**src/lpm_pkg.sv**
```systemverilog
// Package: register map, reset values and timing constants of the line protection monitor
package lpm_pkg;
    // APB register byte offsets
    localparam logic [7:0] ctrl_off = 8'h00;
    localparam logic [7:0] uv_pct_off = 8'h04;
    localparam logic [7:0] uv_delay_off = 8'h08;
    localparam logic [7:0] nominal_off = 8'h0c;
    localparam logic [7:0] status_off = 8'h10;
    localparam logic [7:0] irq_status_off = 8'h14;
    localparam logic [7:0] irq_mask_off = 8'h18;
    localparam logic [7:0] trip_code_off = 8'h1c;
    // Control field positions
    localparam int advanced_bit = 0;
    localparam int phase_en_bit = 1;
    localparam int trip_clear_bit = 2;
    // Reset values and write clamp limits
    localparam logic [6:0] uv_pct_reset = 7'h46;
    localparam logic [3:0] uv_delay_reset = 4'h5;
    localparam logic [6:0] uv_pct_min = 7'h32;
    localparam logic [6:0] uv_pct_max = 7'h5a;
    localparam logic [3:0] uv_delay_min = 4'h1;
    localparam logic [3:0] uv_delay_max = 4'ha;
    localparam logic [11:0] nominal_reset = 12'hfff;
    localparam logic phase_en_reset = 1'b1;
    // Collapse level in percent of nominal
    localparam logic [6:0] collapse_pct = 7'h0a;
    // Trip codes
    localparam logic [1:0] code_none = 2'h0;
    localparam logic [1:0] code_phase = 2'h1;
    localparam logic [1:0] code_undervolt = 2'h2;
    // Timing: one second at 250 MHz
    localparam int clk_mhz = 250;
    localparam int sec_ms = 1000;
    localparam longint sec_cycles_l = longint'(clk_mhz) * 1000 * 1000 * sec_ms / 1000;
    localparam logic [31:0] sec_cycles = 32'(sec_cycles_l);
    // Startup window during which phases are checked
    localparam int start_ms = 200;
    localparam logic [31:0] start_cycles = 32'(longint'(clk_mhz) * 1000 * start_ms);
    // Starter states
    typedef enum logic [1:0] {
        st_stopped = 2'b00,
        st_starting = 2'b01,
        st_running = 2'b11,
        st_tripped = 2'b10
    } starter_state_type;
endpackage

```
**src/line_protection_monitor.sv**
```systemverilog
// Line protection monitor: phase-loss and undervoltage trips with APB registers
// Functional notes
// - Phase-loss check has on/off setting; when on, lost phase trips with phase code.
// - Phases checked only during startup; losses while running are not flagged.
// - Line below threshold percent of nominal (default 70) trips with undervoltage code.
// - Undervoltage must persist for configured delay (default 5 s) before tripping.
// - Undervoltage supervision is inactive until a start signal arrives.
// - Immediate voltage collapse trips at once, skipping the delay.
// - Stop-only parameters accept writes only while stopped; ignored while running.
// - Advanced protection parameters reachable only with advanced mode on.
//
// The APB slave port and the address map were chosen for this implementation.
`timescale 1ns/1ps
`default_nettype none
module line_protection_monitor
    import lpm_pkg::*;
#(
    parameter logic [31:0] sec_count = lpm_pkg::sec_cycles,
    parameter logic [31:0] start_count = lpm_pkg::start_cycles,
    parameter int volt_width = 12
) (
    input wire logic pclk,
    input wire logic presetn,
    input wire logic psel,
    input wire logic penable,
    input wire logic pwrite,
    input wire logic [7:0] paddr,
    input wire logic [31:0] pwdata,
    output logic [31:0] prdata,
    output logic pready,
    output logic pslverr,
    input wire logic run_cmd,
    input wire logic [2:0] phase_present,
    input wire logic [volt_width-1:0] line_voltage,
    output logic motor_on,
    output logic phase_fault_trip,
    output logic undervolt_trip,
    output logic irq
);
    import lpm_pkg::*;

    // =========================================
    // Input synchronisation
    logic run_s;
    logic [2:0] phase_s;

    // Pin inputs pass the three-stage filter
    lpm_sync #(.width(4)) u_sync (
        .pclk(pclk),
        .presetn(presetn),
        .async_in({run_cmd, phase_present}),
        .sync_out({run_s, phase_s})
    );

    // Line voltage comes from an on-chip converter on pclk, registered once
    logic [volt_width-1:0] volt_r;
    always_ff @(posedge pclk or negedge presetn)
    begin
        if (!presetn)
        begin
            volt_r <= '0;
        end
        else
        begin
            volt_r <= line_voltage;
        end
    end

    // =========================================
    // Registers
    logic advanced_access_mode_r;
    logic phase_loss_check_enable_r;
    logic [6:0] uv_pct_r;
    logic [3:0] uv_delay_r;
    logic [volt_width-1:0] nominal_r;
    logic [1:0] irq_status_r;
    logic [1:0] irq_mask_r;
    logic [1:0] trip_code_r;
    logic trip_clear_r;
    starter_state_type state_r;
    starter_state_type state_nxt;

    logic wr_en;
    logic rd_en;
    logic stopped;
    logic set_phase;
    logic set_uv;
    assign wr_en = psel && penable && pwrite;
    assign rd_en = psel && penable && !pwrite;
    assign stopped = (state_r == st_stopped) || (state_r == st_tripped);

    // Zero-wait APB: every access ends in its first access cycle
    always_ff @(posedge pclk or negedge presetn)
    begin
        if (!presetn)
        begin
            pready <= 1'b0;
            pslverr <= 1'b0;
        end
        else
        begin
            pready <= psel && !penable;
            pslverr <= psel && !penable && (paddr[7:5] != 3'h0 || paddr[1:0] != 2'h0);
        end
    end

    logic bad_addr;
    assign bad_addr = paddr[7:5] != 3'h0 || paddr[1:0] != 2'h0;
    logic wr_go;
    assign wr_go = wr_en && pready && !bad_addr;

    // Control register: advanced mode always writable, phase check stop-only and only in advanced mode
    always_ff @(posedge pclk or negedge presetn)
    begin
        if (!presetn)
        begin
            advanced_access_mode_r <= 1'b0;
            phase_loss_check_enable_r <= phase_en_reset;
            trip_clear_r <= 1'b0;
        end
        else
        begin
            trip_clear_r <= 1'b0;
            if (wr_go && paddr == ctrl_off)
            begin
                advanced_access_mode_r <= pwdata[advanced_bit];
                trip_clear_r <= pwdata[trip_clear_bit];
                if (advanced_access_mode_r && stopped)
                begin
                    phase_loss_check_enable_r <= pwdata[phase_en_bit];
                end
            end
        end
    end

    // Protection parameters: advanced mode only; the threshold and delay are
    // changeable in run, the nominal level is stop-only
    always_ff @(posedge pclk or negedge presetn)
    begin
        if (!presetn)
        begin
            uv_pct_r <= uv_pct_reset;
            uv_delay_r <= uv_delay_reset;
            nominal_r <= volt_width'(nominal_reset);
        end
        else if (wr_go && advanced_access_mode_r)
        begin
            // Out-of-range values are clamped rather than rejected
            if (paddr == uv_pct_off)
            begin
                if (pwdata[6:0] < uv_pct_min)
                    uv_pct_r <= uv_pct_min;
                else if (pwdata[6:0] > uv_pct_max || pwdata[31:7] != '0)
                    uv_pct_r <= uv_pct_max;
                else
                    uv_pct_r <= pwdata[6:0];
            end
            if (paddr == uv_delay_off)
            begin
                if (pwdata[3:0] < uv_delay_min)
                    uv_delay_r <= uv_delay_min;
                else if (pwdata[3:0] > uv_delay_max || pwdata[31:4] != '0)
                    uv_delay_r <= uv_delay_max;
                else
                    uv_delay_r <= pwdata[3:0];
            end
            if (paddr == nominal_off && stopped)
            begin
                nominal_r <= pwdata[volt_width-1:0];
            end
        end
    end

    // Read mux; advanced parameters read zero outside advanced mode
    always_ff @(posedge pclk or negedge presetn)
    begin
        if (!presetn)
        begin
            prdata <= 32'h0000_0000;
        end
        else if (psel && !penable && !pwrite)
        begin
            case (paddr)
                ctrl_off: prdata <= {29'h0, 1'b0, phase_loss_check_enable_r,
                    advanced_access_mode_r};
                uv_pct_off: prdata <= advanced_access_mode_r ? {25'h0, uv_pct_r} : 32'h0;
                uv_delay_off: prdata <= advanced_access_mode_r ? {28'h0, uv_delay_r} : 32'h0;
                nominal_off: prdata <= advanced_access_mode_r ?
                    32'(nominal_r) : 32'h0;
                status_off: prdata <= {30'h0, state_r};
                irq_status_off: prdata <= {30'h0, irq_status_r};
                irq_mask_off: prdata <= {30'h0, irq_mask_r};
                trip_code_off: prdata <= {30'h0, trip_code_r};
                default: prdata <= 32'h0000_0000;
            endcase
        end
    end

    // =========================================
    // Threshold arithmetic
    logic [volt_width+6:0] volt_scaled;
    logic [volt_width+6:0] uv_level;
    logic [volt_width+6:0] collapse_level;
    logic below;
    logic collapsed;
    assign volt_scaled = (volt_width+7)'(volt_r) * (volt_width+7)'(100);
    assign uv_level = (volt_width+7)'(nominal_r) * (volt_width+7)'(uv_pct_r);
    assign collapse_level = (volt_width+7)'(nominal_r) * (volt_width+7)'(collapse_pct);
    assign below = volt_scaled < uv_level;
    assign collapsed = volt_scaled < collapse_level;

    // =========================================
    // Starter sequence
    logic [31:0] start_cnt_r;
    logic start_done;
    logic phase_lost;
    logic uv_expired;
    assign start_done = start_cnt_r >= start_count;
    assign phase_lost = phase_loss_check_enable_r && phase_s != 3'b111;

    // Next state; trips win over other moves
    always_comb
    begin
        state_nxt = state_r;
        case (state_r)
            st_stopped:
                // The controller closes the contactor before run
                if (run_s)
                    state_nxt = st_starting;
            st_starting:
                if (phase_lost)
                    state_nxt = st_tripped;
                else if (!run_s)
                    state_nxt = st_stopped;
                else if (start_done)
                    state_nxt = st_running;
            st_running:
                if (collapsed || uv_expired)
                    state_nxt = st_tripped;
                else if (!run_s)
                    state_nxt = st_stopped;
            st_tripped:
                if (trip_clear_r && !run_s)
                    state_nxt = st_stopped;
            default:
                state_nxt = st_stopped;
        endcase
        // Undervoltage also watched while starting, after the start signal
        if (state_r == st_starting && (collapsed || uv_expired))
            state_nxt = st_tripped;
    end

    always_ff @(posedge pclk or negedge presetn)
    begin
        if (!presetn)
            state_r <= st_stopped;
        else
            state_r <= state_nxt;
    end

    // Startup window timer
    always_ff @(posedge pclk or negedge presetn)
    begin
        if (!presetn)
            start_cnt_r <= 32'h0;
        else if (state_r == st_starting && !start_done)
            start_cnt_r <= start_cnt_r + 32'h1;
        else if (state_r != st_starting)
            start_cnt_r <= 32'h0;
    end

    // =========================================
    // Undervoltage delay timer
    logic [31:0] sec_cnt_r;
    logic [3:0] uv_sec_r;
    logic uv_active;
    assign uv_active = state_r == st_starting || state_r == st_running;
    assign uv_expired = uv_sec_r >= uv_delay_r;

    // Seconds prescaler and elapsed seconds of low voltage
    always_ff @(posedge pclk or negedge presetn)
    begin
        if (!presetn)
        begin
            sec_cnt_r <= 32'h0;
            uv_sec_r <= 4'h0;
        end
        else if (!uv_active || !below)
        begin
            sec_cnt_r <= 32'h0;
            uv_sec_r <= 4'h0;
        end
        else if (sec_cnt_r >= sec_count - 32'h1)
        begin
            sec_cnt_r <= 32'h0;
            if (!uv_expired)
                uv_sec_r <= uv_sec_r + 4'h1;
        end
        else
        begin
            sec_cnt_r <= sec_cnt_r + 32'h1;
        end
    end

    // =========================================
    // Trip reporting and outputs
    assign set_phase = state_r == st_starting && phase_lost;
    assign set_uv = uv_active && (collapsed || uv_expired) && !set_phase;

    // Trip code holds the first cause until cleared
    always_ff @(posedge pclk or negedge presetn)
    begin
        if (!presetn)
        begin
            trip_code_r <= code_none;
            phase_fault_trip <= 1'b0;
            undervolt_trip <= 1'b0;
        end
        else if (set_phase)
        begin
            trip_code_r <= code_phase;
            phase_fault_trip <= 1'b1;
        end
        else if (set_uv)
        begin
            trip_code_r <= code_undervolt;
            undervolt_trip <= 1'b1;
        end
        else if (state_r == st_tripped && state_nxt == st_stopped)
        begin
            trip_code_r <= code_none;
            phase_fault_trip <= 1'b0;
            undervolt_trip <= 1'b0;
        end
    end

    // Sticky events: set wins over write-one-to-clear
    always_ff @(posedge pclk or negedge presetn)
    begin
        if (!presetn)
        begin
            irq_status_r <= 2'h0;
            irq_mask_r <= 2'h0;
        end
        else
        begin
            if (wr_go && paddr == irq_mask_off)
                irq_mask_r <= pwdata[1:0];
            irq_status_r <= (irq_status_r & ~((wr_go && paddr == irq_status_off) ?
                pwdata[1:0] : 2'h0)) | {set_uv, set_phase};
        end
    end

    // Registered outputs
    always_ff @(posedge pclk or negedge presetn)
    begin
        if (!presetn)
        begin
            irq <= 1'b0;
            motor_on <= 1'b0;
        end
        else
        begin
            irq <= |(irq_status_r & irq_mask_r);
            motor_on <= state_nxt == st_starting || state_nxt == st_running;
        end
    end
endmodule
`default_nettype wire

```
**src/lpm_sync.sv**
```systemverilog
// Three-stage input synchroniser with agreement filter
`timescale 1ns/1ps
`default_nettype none
module lpm_sync #(
    parameter int width = 1
) (
    input wire logic pclk,
    input wire logic presetn,
    input wire logic [width-1:0] async_in,
    output logic [width-1:0] sync_out
);
    logic [width-1:0] s1_r;
    logic [width-1:0] s2_r;
    logic [width-1:0] s3_r;

    // =========================================
    // Capture chain; a change counts when stages two and three agree
    always_ff @(posedge pclk or negedge presetn)
    begin
        if (!presetn)
        begin
            s1_r <= '0;
            s2_r <= '0;
            s3_r <= '0;
            sync_out <= '0;
        end
        else
        begin
            s1_r <= async_in;
            s2_r <= s1_r;
            s3_r <= s2_r;
            for (int i = 0; i < width; i++)
            begin
                if (s2_r[i] == s3_r[i])
                begin
                    sync_out[i] <= s3_r[i];
                end
            end
        end
    end
endmodule
`default_nettype wire

```
**config.mk**
```make
export PLATFORM = sky130hd
export DESIGN_NAME = line_protection_monitor
export DESIGN_NICKNAME = d
export VERILOG_FILES = /design/src/lpm_pkg.sv /design/src/line_protection_monitor.sv /design/src/lpm_sync.sv
export SDC_FILE = /design/constraint.sdc
export NUM_CORES = 1
export LEC_CHECK = 0
export ABC_AREA = 0
export BUFFER_PORTS_ARGS = -buffer_cell sky130_fd_sc_hd__buf_2
export CORE_MARGIN = 5
export CORE_UTILIZATION = 50
export CTS_CLUSTER_SIZE = 8
export DETAILED_ROUTE_END_ITERATION = 8
export PLACE_DENSITY = 0.72
export SLEW_MARGIN = 10
export SYNTH_ARGS = -nofsm -noshare
export SYNTH_HDL_FRONTEND = slang
export SYNTH_SLANG_ARGS = --single-unit
```
**constraint.sdc**
```tcl
create_clock -name pclk -period 14.87 [get_ports pclk]
set_clock_uncertainty 0.2 [all_clocks]
set_input_delay 0.7435 -clock pclk [delete_from_list [all_inputs] [get_ports pclk]]
set_output_delay 0.7435 -clock pclk [all_outputs]
set_load 0.01 [all_outputs]
```
==> impl_metrics.py, run 1 <==
metrics = {
    "synthesis": {
        "syn_inst": 1216,
        "yosys_warnings": 0,
        "synth_top_cells_by_count": "ha_1, dfrtp_1, inv_1, nand2_1, and2_1",
        "synth_enable_flop_cells": 0,
        "yosysMostFrequentCell": "ha_1",
        "syn_area_um2": 11600,
        "synthDistinctLibCells": 72,
        "async_reset_ff_frac": 1.00,
        "synth_ff_type": "dfrtp_1",
        "netlist.top_cell.by_area": "dfrtp_1",
        "ys_ff_latch": 147,
        "synth.area.top_cells": "dfrtp_1, ha_1, fa_1, dfstp_2, inv_1",
        "syn_area_per_cell_um2": 9.57,
        "synth_top_area_frac": 0.277,
        "ys_seq_area_frac": 0.318,
    },
    "power": {
        "p_per_area_nw_per_um2": 87.5,
        "leakage_nw": 6.21,
        "ir_worst_vdd_v": 0.0000850,
    },
    "timing": {
        "rsz0062_at_grt": "false",
        "layout_min_cycle_time_ps": 6840,
        "final.period_utilization": 0.460,
        "setup_viol": 0,
        "slew_headroom": 0.300,
        "worstMarginPinSlew_ps": 1050,
        "setup_tns_ps": 0,
        "fmax_mhz": 146,
        "hold_viol": 0,
        "maxSlewViolCount": 0,
    },
    "drt": {
        "vias": 8730,
        "dr.pass1.iters": 5,
        "initialDrtViolationCount": 405,
        "via_per_inst": 5.41,
        "drcViolationCount": 0,
        "drtAntennaViolNets": 0,
        "route.final.wire_length_mm": 24.7,
        "wl_per_cell_um": 15.3,
    },
    "clock_tree": {
        "cts.root.buffer_cell": "clkbuf_16",
        "tritoncts": "built",
        "worstSkewPairLatency_ps": 430,
        "cts.path.max_buffers": 2,
        "cts_htree_levels": 4,
        "numCtsBuffers": 17,
        "ctsResizeCount": 0,
        "clock_sinks": 147,
        "clkTransAtPathRegs_ps": 70,
        "postCtsSetupBuffers": 0,
        "ctsHoldBuffers": 0,
    },
    "layout": {
        "nets": 1538,
        "drive_above_1_share": 0.128,
        "multi_input_area_um2": 7310,
        "diodes": 0,
        "instances_no_fill": 1613,
        "fill_cells": 1975,
        "synthToLayoutAreaGrowth_pct": 11.1,
        "final_util": 0.568,
        "register_area_um2": 3700,
    },
    "floorplanning": {
        "start_util": 0.511,
        "die_h_um": 163,
        "core.rowCount": 55,
        "dieArea_um2": 26400,
        "die_w_um": 163,
        "boundaryPins": 99,
        "core-area_um2": 22800,
    },
    "worst_setup_path": {
        "worstPathRequired_ps": 14990,
        "critPathMaxFanout": 32,
        "cp-start-kind": "flop",
        "crit_type": "flop to flop",
        "worstPathArrival_ps": 6960,
        "cp-end-kind": "flop",
    },
    "placed_design": {
        "post-dp-hpwl_mm": 18.3,
        "place.gp.congestion": 0.903,
        "portBuffers": 78,
        "placedCellCount": 1581,
    },
    "global_routing": {
        "antenna_found_initial": 0,
        "grt_max_degree": 99,
        "gr-usage-all-layers": 0.191,
        "grt_pass1_vias": 8720,
        "grt_pass1_wl_mm": 42.1,
        "overflow": 0,
    },
    "outcome": {
        "status": "finished, final reports clean",
    },
    "job": {
        "cap_violations": 0,
    },
    "worst_hold_path": {
        "hold_class": "flop to flop",
    },
}
## final timing paths
kind	start	endpoint	slack (ps)	cells past startpoint
max	uv_pct_r[3]$_DFFE_PN0P_	sec_cnt_r[7]$_DFF_PN0_	8030	22
min	u_sync.s1_r[1]$_DFF_PN0_	u_sync.s2_r[1]$_DFF_PN0_	150	0
min reg2reg	u_sync.s1_r[1]$_DFF_PN0_	u_sync.s2_r[1]$_DFF_PN0_	150	0
min in group asynchronous	presetn	volt_r[5]$_DFF_PN0_	200	1
max reg2reg	uv_pct_r[3]$_DFFE_PN0P_	sec_cnt_r[7]$_DFF_PN0_	8030	22
max in group asynchronous	presetn	uv_pct_r[3]$_DFFE_PN0P_	13030	2
## registers in the layout (all words and copies together) (netlist names), 2 cells and up
| register | count |
|---|---|
| state_r | 2 |
| volt_r | 12 |
| prdata | 12 |
| uv_delay_r | 4 |
| trip_code_r | 2 |
| uv_pct_r | 7 |
| start_cnt_r | 32 |
| u_sync.s2_r | 4 |
| u_sync.s1_r | 4 |
| irq_status_r | 2 |
| nominal_r | 12 |
| irq_mask_r | 2 |
| u_sync.sync_out | 4 |
| sec_cnt_r | 32 |
| u_sync.s3_r | 4 |
| uv_sec_r | 4 |
## critical path, stage by stage (launching register included)
cell and delay [ps]:
dfrtp_1 550, and2_1 240, fa_1 530, inv_1 50, fa_1 470, inv_1 50, fa_1 540, inv_1 60
fa_1 530, inv_1 40, ha_1 220, or4_1 620, o21ai_0 240, xor2_1 180, ha_1 260, a211o_1 310
a2111oi_0 420, a21oi_1 140, maj3_2 340, o211ai_1 90, nand4_1 120, buf_4 250, nor3_1 270
## cells by family (layout without fill, tap and decap cells)
kind of cell,after synthesis,after routing,share of synthesized area
DFF,147,147,0.318
xor gates and xnor gates,83,83,0.0624
AOI/OAI and AO/OA,181,181,0.102
other,1,24,0.000322
adders and majority gates,195,195,0.245
and+or+nand+nor,417,417,0.188
buffers and inverters,171,232,0.0627
muxes,21,21,0.0216
## layout by cell type, fill, tap and decap left out, types with 44 or more instances in the layout
cell | netlist | routed
inv_1 | 119 | 119
xnor2_1 | 44 | 44
nor3_1 | 51 | 51
o21ai_0 | 49 | 49
and2_1 | 70 | 70
nor2_1 | 67 | 67
buf_2 | 4 | 77
nand2_1 | 100 | 100
dfrtp_1 | 129 | 129
fa_1 | 57 | 57
ha_1 | 133 | 133
## layout make-up
| cell class | instances | share of cell area |
|---|---|---|
| clock buffer | 17 | 0.0329 |
| multi-input combinational | 921 | 0.565 |
| sequential | 147 | 0.286 |
| tap | 313 | 0.0303 |
| inverter | 119 | 0.0345 |
| timing repair buffer | 81 | 0.0324 |
| clock inverter | 15 | 0.0182 |
## where the power goes
part           switching (W)  internal (W)  total (W)  leakage, nW
clock network       0.000192      0.000289   0.000481        0.319
registers         0.00000847      0.000408   0.000416         1.89
logic               0.000134      0.000100   0.000234         4.00
total               0.000334      0.000797    0.00113         6.21
## layer usage
layer	share of wire	global-route usage	vias to the layer above
li1	-	-	4260
met3	0.031	0.0283	36
met2	0.50	0.326	155
met4	0.016	0.0469	0
met5	0	0	-
met1	0.45	0.259	4279
## per-stage QoR
step	power [W]	cell area (um2)	setup WS (ps)	hold WS [ps]
after floorplan	0.000599	11700	8440	131
after global placement	0.000652	12300	8270	132
after detailed placement	0.000657	12300	8100	135
after CTS	0.00114	12900	8040	151
after global routing	0.00120	12900	7620	155
final	0.00113	12900	8030	149
(Power assumes the default switching activity.)
==> run 2: changes to the inputs <==
==> constraint.sdc (replaced) <==
create_clock -name pclk -period 6.3 [get_ports pclk]
set_clock_uncertainty 0.2 [all_clocks]
set_input_delay 0.315 -clock pclk [delete_from_list [all_inputs] [get_ports pclk]]
set_output_delay 0.315 -clock pclk [all_outputs]
set_load 0.01 [all_outputs]
==> impl_metrics.py, run 2 (synthesis gave the netlist of run 1 again) <==
metrics = {
    "layout": {
        "drive_above_1_share": 0.209,
        "fill_cells": 1807,
        "diodes": 0,
        "synthToLayoutAreaGrowth_pct": 20.8,
        "nets": 1614,
        "reg_top3": "sec_cnt_r: 32 flops, start_cnt_r: 32 flops",
        "register_area_um2": 3700,
        "multi_input_area_um2": 7760,
        "final_cell_mix": "ha_1, dfrtp_1, inv_1",
    },
    "drt": {
        "drcViolationCount": 0,
        "drtAntennaViolNets": 0,
        "dr.pass1.iters": 5,
        "route.final.wire_length_mm": 26.5,
        "initialDrtViolationCount": 518,
        "vias": 9095,
        "via_per_inst": 5.38,
        "wl_per_cell_um": 15.7,
    },
    "timing": {
        "hold_viol": 0,
        "final.period_utilization": 0.986,
        "worstMarginPinSlew_ps": 1030,
        "setup_ws_ps": 85.7,
        "layout_min_cycle_time_ps": 6210,
        "rsz0062_at_grt": "true",
        "fmax_mhz": 161,
        "setup_viol": 0,
        "slew_headroom": 0.310,
        "maxSlewViolCount": 0,
        "setup_tns_ps": 0,
    },
    "clock_tree": {
        "cts.path.max_buffers": 2,
        "cts_htree_levels": 4,
        "cts.root.buffer_cell": "clkbuf_16",
        "worstSkewPairLatency_ps": 440,
        "clock_sinks": 147,
        "numCtsBuffers": 17,
        "clkTransAtPathRegs_ps": 70,
        "tritoncts": "built",
    },
    "worst_hold_path": {
        "hold_end": "nominal_r[6]$_DFFE_PN1P_",
        "hold_start": "pwdata[6]",
        "worstHoldPathCells": 2,
        "hold_class": "input port to flop",
    },
    "floorplanning": {
        "core-area_um2": 22800,
        "start_util": 0.511,
        "die_h_um": 163,
        "core.rowCount": 55,
        "dieArea_um2": 26400,
        "boundaryPins": 99,
        "die_w_um": 163,
    },
    "worst_setup_path": {
        "worstPathRequired_ps": 6390,
        "critPathMaxFanout": 8,
        "worstReg2RegStart": "nominal_r[3]$_DFFE_PN1P_",
        "reg2reg_to": "sec_cnt_r[15]$_DFF_PN0_",
        "worst-r2r-setup-slack_ps": 90,
        "cp-end-kind": "flop",
        "crit_type": "flop to flop",
        "worstPathArrival_ps": 6300,
        "cp-start-kind": "flop",
        "r2r.worst_path.cells": 23,
    },
    "job": {
        "cap_violations": 0,
    },
    "power": {
        "ir_worst_vdd_v": 0.000156,
        "leakage_nw": 6.90,
        "p_per_area_nw_per_um2": 191,
    },
    "placed_design": {
        "place.gp.congestion": 0.848,
        "post-dp-hpwl_mm": 19.0,
        "pre_cts_ws_ps": -210,
        "portBuffers": 78,
    },
    "global_routing": {
        "overflow": 0,
        "grt_pass1_wl_mm": 45.0,
        "grt_pass1_vias": 9409,
        "grt_max_degree": 78,
        "gr-usage-all-layers": 0.205,
        "antenna_found_initial": 0,
    },
    "outcome": {
        "status": "finished, final reports clean",
    },
}
## run 2: cell count changes in the layout (fill, tap and decap cells not counted), sizes merged
cell         change
buf             +46
clkbuf           +2
bufinv           -2
clkinv           +2
dlygate4sd3     +28
## run 2: worst max-delay path, stage by stage, from the launching register on
cell and delay (ps):
dfstp_2 610, and2_4 160, fa_1 430, fa_1 510
fa_1 530, inv_2 50, fa_1 530, inv_1 60
ha_4 160, or4_4 560, buf_4 170, o21ai_2 190
a31oi_2 150, a21o_1 200, a21oi_1 160, xnor2_1 90
ha_1 290, nand2_1 100, nor3_1 240, o211ai_1 120
nand4_1 120, buf_6 160, clkbuf_16 200, nor3_4 40
## run 2: worst max path at each step
stage	slack (ps)	start	cells past startpoint	end
after floorplan	10	uv_pct_r[6]$_DFFE_PN1P_	22	sec_cnt_r[10]$_DFF_PN0_
after global routing	-170	nominal_r[3]$_DFFE_PN1P_	22	sec_cnt_r[0]$_DFF_PN0_
final	90	nominal_r[3]$_DFFE_PN1P_	23	sec_cnt_r[15]$_DFF_PN0_
after CTS	-10	uv_pct_r[3]$_DFFE_PN0P_	24	sec_cnt_r[15]$_DFF_PN0_
after global placement	-30	uv_pct_r[6]$_DFFE_PN1P_	21	sec_cnt_r[5]$_DFF_PN0_
after detailed placement	-210	uv_pct_r[6]$_DFFE_PN1P_	21	sec_cnt_r[3]$_DFF_PN0_
## run 2: layer usage
metal,share of wire,routed length [um],track usage,vias up
met3,0.041,1090,0.0344,46
met2,0.50,13200,0.345,179
met5,0,0,0,-
met1,0.44,11700,0.273,4469
met4,0.019,506,0.0625,0
li1,-,-,-,4401
## run 2: area by class of cell
| cell class | count | area share |
|---|---|---|
| clock buffers | 17 | 0.0302 |
| clock inverters | 15 | 0.0134 |
| inverters | 119 | 0.0318 |
| multi-input cells | 921 | 0.551 |
| flip-flops and latches | 147 | 0.263 |
| well taps | 313 | 0.0278 |
| repair buffers | 157 | 0.0820 |
## run 2: through the flow
step                      area (um2)  power (W)  hold slack (ps)   util  std cells
final                          14100    0.00268             29.7  0.618       1689
after global routing           14100    0.00284             23.7  0.618       1689
after CTS                      13600    0.00266             11.6  0.597       1681
after detailed placement       12500    0.00157              136  0.549       1611
after global placement         12500    0.00155              133  0.549       1611
after floorplan                11700    0.00142             -181      -       1239
## run 2: timing repair
action / in CTS / in global routing
cloned: 1 / 2
hold buffers: 28 / 0
endpoints found under the setup margin: 32 / 32
pin swaps: 9 / 58
endpoints found under the hold margin: 97 / 0
resized for setup: 21 / 89
buffers inserted: 9 / 6
## run 2: report_power, final
group	total [W]	switching, W	internal, W
sequential	0.000983	0.0000203	0.000962
clock	0.00106	0.000459	0.000602
combinational	0.000638	0.000363	0.000275
